### src/include/irq_ack_map.svh
// Constants for the interrupt acknowledge sequencer.
`ifndef IRQ_ACK_MAP_SVH
`define IRQ_ACK_MAP_SVH
`define IRQ_LINES          8
`define VECTOR_W           8
`define CASCADE_W          3
`define VECTOR_BASE_RESET  8'h40
`define BUS_LINE_MASK_RST  8'h40
`endif

### src/include/irq_ack_pkg.sv
// Types shared by the interrupt acknowledge sequencer.
package irq_ack_pkg;
	typedef enum logic [1:0] {
		ACK_IDLE,
		ACK_FIRST,
		ACK_BETWEEN,
		ACK_SECOND
	} ack_state_t;
endpackage

### src/verilog/vectored_interrupt_ack_sequencer.sv
// Interrupt acknowledge sequencer with local and bus vectored sources.
`timescale 1ns/10ps
`include "irq_ack_map.svh"
// Overview of operation
// - A line edge with no higher line in service raises the CPU request.
// - The bus lock is held low from the first strobe until the second ends.
// - The first strobe freezes the priority choice for the whole sequence.
// - The first strobe sets the first-ack flop whose low output makes ready.
// - The second strobe clears the first-ack flop.
// - The second strobe puts a local 8-bit vector out and drops data enable.
// - The local data enable opens the local buffer and also makes ready.
// - A bus line's first strobe asserts bus data enable and its 3-bit code.
// - With cascade enable the code reaches the system address as ALE falls.
// - The bus data enable turns the system data driver toward the CPU.
// - Names ending in _n are active low.
module vectored_interrupt_ack_sequencer
	import irq_ack_pkg::*;
#(
	parameter int LINES = `IRQ_LINES
) (
	input  wire logic                    REF_CLK,
	input  wire logic                    RESETN,
	input  wire logic [LINES-1:0]        IRQ_LINES,
	input  wire logic [LINES-1:0]        BUS_CASCADED_LINES,
	input  wire logic [`VECTOR_W-1:0]    VECTOR_BASE,
	input  wire logic                    IRQ_ACK_STROBE_N,
	input  wire logic                    CASCADE_ENABLE_STATUS,
	input  wire logic                    ALE,
	input  wire logic                    IRQ_DONE,
	output logic                         CPU_IRQ_REQUEST,
	output logic                         CPU_READY,
	output logic                         FIRST_ACK_READY_N,
	output logic                         BUS_LOCK_N,
	output logic [`VECTOR_W-1:0]         CPU_DATA_OUT,
	output logic                         PIC_DATA_ENABLE_N,
	output logic                         LOCAL_ACK_BUFFER_EN_N,
	output logic                         BUS_ACK_DRIVER_EN_N,
	output logic                         SYSBUS_DATA_RECEIVE,
	output logic [`CASCADE_W-1:0]        CASCADE_CODE,
	output logic [`CASCADE_W-1:0]        CPU_ADDR_CASCADE_BITS,
	output logic [`CASCADE_W-1:0]        SYSBUS_ADDR_CASCADE_BITS_N,
	output logic                         IN_SERVICE
);

	if (LINES != 8) begin : g_lines_check
		$error("Cascade code is three bits: LINES must be 8.");
	end

	// ----------------------------------------------------------------
	// Input synchronisers (three stages, change once stages 2/3 agree).
	// ----------------------------------------------------------------
	logic [LINES-1:0] irq_s1_ff, irq_s2_ff, irq_s3_ff, irq_ff, irq_prev_ff;
	logic [2:0]       ack_s_ff;
	logic             ack_n_ff;
	logic [2:0]       ale_s_ff;
	logic             ale_ff;

	always_ff @(posedge REF_CLK) begin
		if (!RESETN) begin
			irq_s1_ff   <= '0;
			irq_s2_ff   <= '0;
			irq_s3_ff   <= '0;
			irq_ff      <= '0;
			irq_prev_ff <= '0;
		end else begin
			irq_s1_ff   <= IRQ_LINES;
			irq_s2_ff   <= irq_s1_ff;
			irq_s3_ff   <= irq_s2_ff;
			for (int i = 0; i < LINES; i++) begin
				if (irq_s2_ff[i] == irq_s3_ff[i])
					irq_ff[i] <= irq_s3_ff[i];
			end
			irq_prev_ff <= irq_ff;
		end
	end

	always_ff @(posedge REF_CLK) begin
		if (!RESETN) begin
			ack_s_ff <= 3'h7;
			ack_n_ff <= 1'b1;
			ale_s_ff <= 3'h0;
			ale_ff   <= 1'b0;
		end else begin
			ack_s_ff <= {ack_s_ff[1:0], IRQ_ACK_STROBE_N};
			if (ack_s_ff[1] == ack_s_ff[2])
				ack_n_ff <= ack_s_ff[2];
			ale_s_ff <= {ale_s_ff[1:0], ALE};
			if (ale_s_ff[1] == ale_s_ff[2])
				ale_ff <= ale_s_ff[2];
		end
	end

	logic ack_fall;
	logic ack_rise;
	logic ale_fall;
	logic ack_prev_ff;
	logic ale_prev_ff;

	always_ff @(posedge REF_CLK) begin
		if (!RESETN) begin
			ack_prev_ff <= 1'b1;
			ale_prev_ff <= 1'b0;
		end else begin
			ack_prev_ff <= ack_n_ff;
			ale_prev_ff <= ale_ff;
		end
	end

	assign ack_fall = ack_prev_ff & ~ack_n_ff;
	assign ack_rise = ~ack_prev_ff & ack_n_ff;
	assign ale_fall = ale_prev_ff & ~ale_ff;

	// ----------------------------------------------------------------
	// Priority: line 0 is highest.
	// ----------------------------------------------------------------
	function automatic logic [2:0] first_set(input logic [LINES-1:0] v);
		logic [2:0] idx;
		idx = 3'h0;
		for (int i = LINES - 1; i >= 0; i--) begin
			if (v[i])
				idx = 3'(i);
		end
		return idx;
	endfunction

	logic [LINES-1:0] pending_ff;
	logic [LINES-1:0] isr_ff;
	logic [LINES-1:0] higher_busy;
	logic [LINES-1:0] eligible;

	always_comb begin
		higher_busy = '0;
		for (int i = 1; i < LINES; i++)
			higher_busy[i] = higher_busy[i-1] | isr_ff[i-1];
	end
	assign eligible = pending_ff & ~(higher_busy | isr_ff);

	ack_state_t       state_ff;
	logic [2:0]       sel_ff;
	logic             sel_bus_ff;

	// A new rising edge on a line stays pending until acknowledged, even
	// when it arrives on the cycle its acknowledge takes it.
	always_ff @(posedge REF_CLK) begin
		if (!RESETN) begin
			pending_ff <= '0;
		end else begin
			for (int i = 0; i < LINES; i++) begin
				if (irq_ff[i] & ~irq_prev_ff[i])
					pending_ff[i] <= 1'b1;
				else if (state_ff == ACK_IDLE && ack_fall &&
				         first_set(eligible) == 3'(i) && |eligible)
					pending_ff[i] <= 1'b0;
			end
		end
	end

	always_ff @(posedge REF_CLK) begin
		if (!RESETN) begin
			isr_ff <= '0;
		end else begin
			for (int i = 0; i < LINES; i++) begin
				if (state_ff == ACK_SECOND && ack_rise && sel_ff == 3'(i))
					isr_ff[i] <= 1'b1;
				else if (IRQ_DONE && first_set(isr_ff) == 3'(i))
					isr_ff[i] <= 1'b0;
			end
		end
	end

	always_ff @(posedge REF_CLK) begin
		if (!RESETN)
			CPU_IRQ_REQUEST <= 1'b0;
		else
			// The request drops on the edge that sees the first strobe.
			CPU_IRQ_REQUEST <= |eligible && state_ff == ACK_IDLE &&
			    !ack_fall;
	end

	// ----------------------------------------------------------------
	// Acknowledge sequence; the CPU gives two strobes back to back.
	// ----------------------------------------------------------------
	always_ff @(posedge REF_CLK) begin
		if (!RESETN) begin
			state_ff   <= ACK_IDLE;
			sel_ff     <= 3'h0;
			sel_bus_ff <= 1'b0;
		end else begin
			unique case (state_ff)
				ACK_IDLE: begin
					if (ack_fall) begin
						state_ff   <= ACK_FIRST;
						sel_ff     <= first_set(eligible);
						sel_bus_ff <= |(BUS_CASCADED_LINES &
						    (LINES'(1) << first_set(eligible)));
					end
				end
				ACK_FIRST: begin
					if (ack_rise)
						state_ff <= ACK_BETWEEN;
				end
				ACK_BETWEEN: begin
					if (ack_fall)
						state_ff <= ACK_SECOND;
				end
				ACK_SECOND: begin
					if (ack_rise)
						state_ff <= ACK_IDLE;
				end
			endcase
		end
	end

	always_ff @(posedge REF_CLK) begin
		if (!RESETN)
			FIRST_ACK_READY_N <= 1'b1;
		else if (state_ff == ACK_IDLE && ack_fall)
			FIRST_ACK_READY_N <= 1'b0;
		else if (state_ff == ACK_BETWEEN && ack_fall)
			FIRST_ACK_READY_N <= 1'b1;
	end

	always_ff @(posedge REF_CLK) begin
		if (!RESETN)
			BUS_LOCK_N <= 1'b1;
		else if (state_ff == ACK_IDLE && ack_fall)
			BUS_LOCK_N <= 1'b0;
		else if (state_ff == ACK_SECOND && ack_rise)
			BUS_LOCK_N <= 1'b1;
	end

	// ----------------------------------------------------------------
	// Vector and cascade paths.
	// ----------------------------------------------------------------
	logic local_den;
	logic bus_den;
	// Enables drop on the edge that sees the last strobe rise, together
	// with the bus lock, so no data path outlives the locked sequence.
	assign local_den = state_ff == ACK_SECOND && !sel_bus_ff && !ack_rise;
	assign bus_den   = state_ff != ACK_IDLE && sel_bus_ff &&
	    !(state_ff == ACK_SECOND && ack_rise);

	always_ff @(posedge REF_CLK) begin
		if (!RESETN) begin
			CPU_DATA_OUT          <= '0;
			PIC_DATA_ENABLE_N     <= 1'b1;
			LOCAL_ACK_BUFFER_EN_N <= 1'b1;
			BUS_ACK_DRIVER_EN_N   <= 1'b1;
			SYSBUS_DATA_RECEIVE   <= 1'b0;
		end else begin
			CPU_DATA_OUT <= local_den ?
			    (VECTOR_BASE | `VECTOR_W'(sel_ff)) : '0;
			PIC_DATA_ENABLE_N     <= ~(local_den | bus_den);
			LOCAL_ACK_BUFFER_EN_N <= ~local_den;
			BUS_ACK_DRIVER_EN_N   <= ~bus_den;
			SYSBUS_DATA_RECEIVE   <= bus_den;
		end
	end

	always_ff @(posedge REF_CLK) begin
		if (!RESETN)
			CASCADE_CODE <= '0;
		else
			CASCADE_CODE <= bus_den ? sel_ff : '0;
	end

	// The CPU address bits carry the code only while the gate is open.
	assign CPU_ADDR_CASCADE_BITS = CASCADE_ENABLE_STATUS ?
	    CASCADE_CODE : '0;

	always_ff @(posedge REF_CLK) begin
		if (!RESETN)
			SYSBUS_ADDR_CASCADE_BITS_N <= '1;
		else if (ale_fall)
			SYSBUS_ADDR_CASCADE_BITS_N <= ~CPU_ADDR_CASCADE_BITS;
	end

	// Ready comes from the first-ack flop or the local data enable.
	assign CPU_READY  = ~FIRST_ACK_READY_N | ~LOCAL_ACK_BUFFER_EN_N;
	assign IN_SERVICE = |isr_ff;

endmodule
### config.mk
export PLATFORM = sky130hd
export DESIGN_NAME = vectored_interrupt_ack_sequencer
export DESIGN_NICKNAME = d
export VERILOG_FILES = /design/src/include/irq_ack_pkg.sv /design/src/verilog/vectored_interrupt_ack_sequencer.sv
export VERILOG_INCLUDE_DIRS = /design/src /design/src/include
export SDC_FILE = /design/constraint.sdc
export NUM_CORES = 1
export LEC_CHECK = 0
export BUFFER_PORTS_ARGS = -buffer_cell sky130_fd_sc_hd__buf_2
export CAP_MARGIN = 15
export CORE_MARGIN = 5
export CORE_UTILIZATION = 33
export DETAILED_ROUTE_END_ITERATION = 7
export MAX_ROUTING_LAYER = met4
export PLACE_DENSITY_LB_ADDON = 0.25
export SYNTH_ARGS = -nofsm -noshare
export SYNTH_HDL_FRONTEND = slang
export SYNTH_SLANG_ARGS = --single-unit
### constraint.sdc
create_clock -name REF_CLK -period 3.2 [get_ports REF_CLK]
set_input_delay 0.48 -clock REF_CLK [delete_from_list [all_inputs] [get_ports REF_CLK]]
set_output_delay 0.48 -clock REF_CLK [all_outputs]
set_load 0.005 [all_outputs]
==> impl_metrics.tcl <==
set metrics [dict create \
    status "finished clean" \
    cts_root_buffer "clkbuf_8" \
    path_clk_slew_ps 110 \
    p_int_mw 1.52 \
    htreeDepth 3 \
    stdcell_area_um2 4140 \
    report.final.slew_viol_count 0 \
    fin_crit_sh 0.684 \
    placed_area_um2 3940 \
    period_minus_slack_ps 2190 \
    grt_pass1_wl_um 12100 \
    path_class "reg -> reg" \
    worstSetupStartpointType "flip-flop" \
    slew_headroom 0.570 \
    fp.dieH_um 114 \
    synthArstFlopShare 0 \
    critPathLaunch "isr_ff[0]" \
    insertedDiodeCount 0 \
    ir_worst_vdd_v 0.000276 \
    p_per_area_nw_per_um2 488 \
    cts_max_path_buffers 2 \
    cp-end-kind "flip-flop" \
    syn_area_um2 3540 \
    die_width_um 114 \
    clkPwrFrac 0.384 \
    timing.hold.ws_ps 313 \
    area_growth_pct 16.7 \
    dr.pass1.iters 4 \
    fin_util 0.397 \
    avgSynthCellArea_um2 9.58 \
    reg2reg_depth 6 \
    fp.dieArea_um2 12900 \
    syn_inst 370 \
    tightest_slew_ps 640 \
    dp_slack_ps 1000 \
    power_switching_share 0.248 \
    syn-num-nets 404 \
    grt_start_max_net_pins 57 \
    setup_viol 0 \
    hp-start "VECTOR_BASE[3]" \
    synth.largest_area_cell "dfxtp_1" \
    power_frac_seq 0.585 \
    seq_area_frac_synth 0.525 \
    clock-sinks 93 \
    synth_area_leaders "dfxtp_1, and2_1, a21boi_0" \
    hold_end "CPU_DATA_OUT[3]" \
    timing_hold_violations_final 0 \
    critPathMaxStageDelay_ps 440 \
    drv_cap 0 \
    synth_edf_count 0 \
    ys_ff_latch 93 \
    postCtsSetupBuffers 0 \
    dominantRegCellSynth "dfxtp_1" \
    worstPathCellList "nor2_1 -> nand2_1 -> a2111oi_4 -> mux2_2 -> a2111oi_2 -> a211o_1" \
    start_util 0.340 \
    grt_pass1_vias 2594 \
    core-area_um2 10400 \
    crit_buf_inv 0 \
    viasPerCell 4.62 \
    cts_resized 0 \
    synth.top_cell.area_share 0.525 \
    critical_path_required_ps 3520 \
    clock_skew_ps 11.6 \
    drive_gt1_frac 0.194 \
    rrSetupSlack_ps 1010 \
    fin_nets 457 \
    wl_per_cell_um 12.4 \
    p_comb_frac 0.031 \
    crit_family "compound AO/OA/AOI/OAI gates" \
    antenna_found_initial 0 \
    switching_power_mw 0.500 \
    drtIter0Drc 62 \
    num_vias 2608 \
    clk_latency_ps 360 \
    hold_path_depth 2 \
    yosysWarnings 0 \
    num_rows 37 \
    antenna_left 0 \
    setup_slack_ps 1010 \
    nFillCells 1077 \
    hp-class "in -> reg" \
    ys_types 47 \
    cts_hold_buf 0 \
    reg2reg_to "sel_bus_ff" \
    crit_path_max_fanout 11 \
    cpMaxStageDelayCell "dfxtp_1" \
    total_leakage_power_nw 1.66 \
    cts_tree "done" \
    drt_wl_total_um 6990 \
    fmax_ghz 0.457 \
    gp_congestion 0.881 \
    hpwlAfterDp_um 5140 \
    setup_tns_ps 0 \
    r2r-start "isr_ff[0]" \
    rsz0062_at_grt "false" \
    worst_ep_arrival_time_ps 2510 \
    grt_overflow 0 \
    groute.usage.overall 0.119 \
    placement.io_buffers 55 \
    num_io_pins 56 \
    cts_buffers 9 \
    drc 0 \
]
==> Yosys cell counts, types with 3 or more instances <==
cell / number
a21oi_1: 12
nor2_1: 20
and2_1: 49
nand2b_1: 15
clkbuf_1: 10
nand2_1: 37
dfxtp_1: 93
o211ai_1: 6
nand3b_1: 3
a21boi_0: 23
o21ai_0: 26
nor3_1: 7
nor2b_1: 12
buf_2: 3
ha_1: 4
inv_1: 9
nand3_1: 3
==> state kept, by name, summed over array words and instances (netlist names), 2 cells and up <==
signal / count
irq_s3_ff: 8
irq_s1_ff: 8
irq_s2_ff: 8
pending_ff: 8
irq_prev_ff: 8
ack_s_ff: 3
SYSBUS_ADDR_CASCADE_BITS_N: 3
CASCADE_CODE: 3
irq_ff: 8
ale_s_ff: 3
sel_ff: 3
isr_ff: 8
CPU_DATA_OUT: 8
state_ff: 2
==> routing by layer <==
| layer | part of all wire | GRT usage | vias up |
|---|---|---|---|
| li1 | - | - | 1356 |
| met1 | 0.46 | 0.142 | 1180 |
| met2 | 0.46 | 0.188 | 58 |
| met3 | 0.063 | 0.0382 | 14 |
| met4 | 0.020 | 0.0433 | 0 |
| met5 | 0 | - | - |
==> cell families after synthesis <==
kind of cell,after synthesis,synth area share
and+or+nand+nor,158,0.245
DFF,93,0.525
AOI/OAI and AO/OA,89,0.180
buffers and inverters,23,0.0265
adders and majority gates,4,0.0141
muxes,3,0.00883
==> worst reg2reg max path, stage by stage (launching register included) <==
cell and delay [ps]:
dfxtp_1 440, nor2_1 240, nand2_1 180, a2111oi_4 430, mux2_2 390, a2111oi_2 340, a211o_1 140
==> power by group through the flow <==
stage,combinational (mW),clock [mW],sequential [mW]
after floorplan,0.0367,0,1.20
after global placement,0.0633,0,1.21
after detailed placement,0.0638,0,1.21
after CTS,0.0641,0.812,1.18
after global routing,0.0719,0.859,1.18
final,0.0629,0.775,1.18
==> worst max path at each step <==
stage | endpoint | cells after the start
5_1_grt | sel_bus_ff | 6
3_3_place_gp | sel_bus_ff | 6
6_report | sel_bus_ff | 6
3_5_place_dp | sel_bus_ff | 6
2_1_floorplan | sel_bus_ff | 6
4_1_cts | sel_bus_ff | 6
==> stage by stage <==
stage | total power, mW | std cells
3_5_place_dp | 1.27 | 548
3_3_place_gp | 1.27 | 548
5_1_grt | 2.11 | 564
2_1_floorplan | 1.24 | 370
4_1_cts | 2.06 | 564
6_report | 2.02 | 564
==> final cells by class <==
| cell class | count | area, um^2 | area share |
|---|---|---|---|
| multi-input cells | 254 | 1590 | 0.384 |
| clock buffers | 9 | 124 | 0.0300 |
| inverters | 9 | 33.8 | 0.00817 |
| well taps | 136 | 170 | 0.0411 |
| repair buffers | 56 | 283 | 0.0684 |
| clock inverters | 7 | 75.1 | 0.0182 |
| flip-flops and latches | 93 | 1860 | 0.450 |
==> layout by cell type, fill, tap and decap left out, types with 7 or more instances in the layout <==
master and instances:
a21boi_0 23, buf_2 55, nand2_1 37, inv_1 9
nor2_1 20, dfxtp_1 93, nand2b_1 15, and2_1 49
clkbuf_8 9, nor3_1 7, a21oi_1 12, o21ai_0 26
nor2b_1 12
Note: power is estimated with default switching activity, not from simulation.
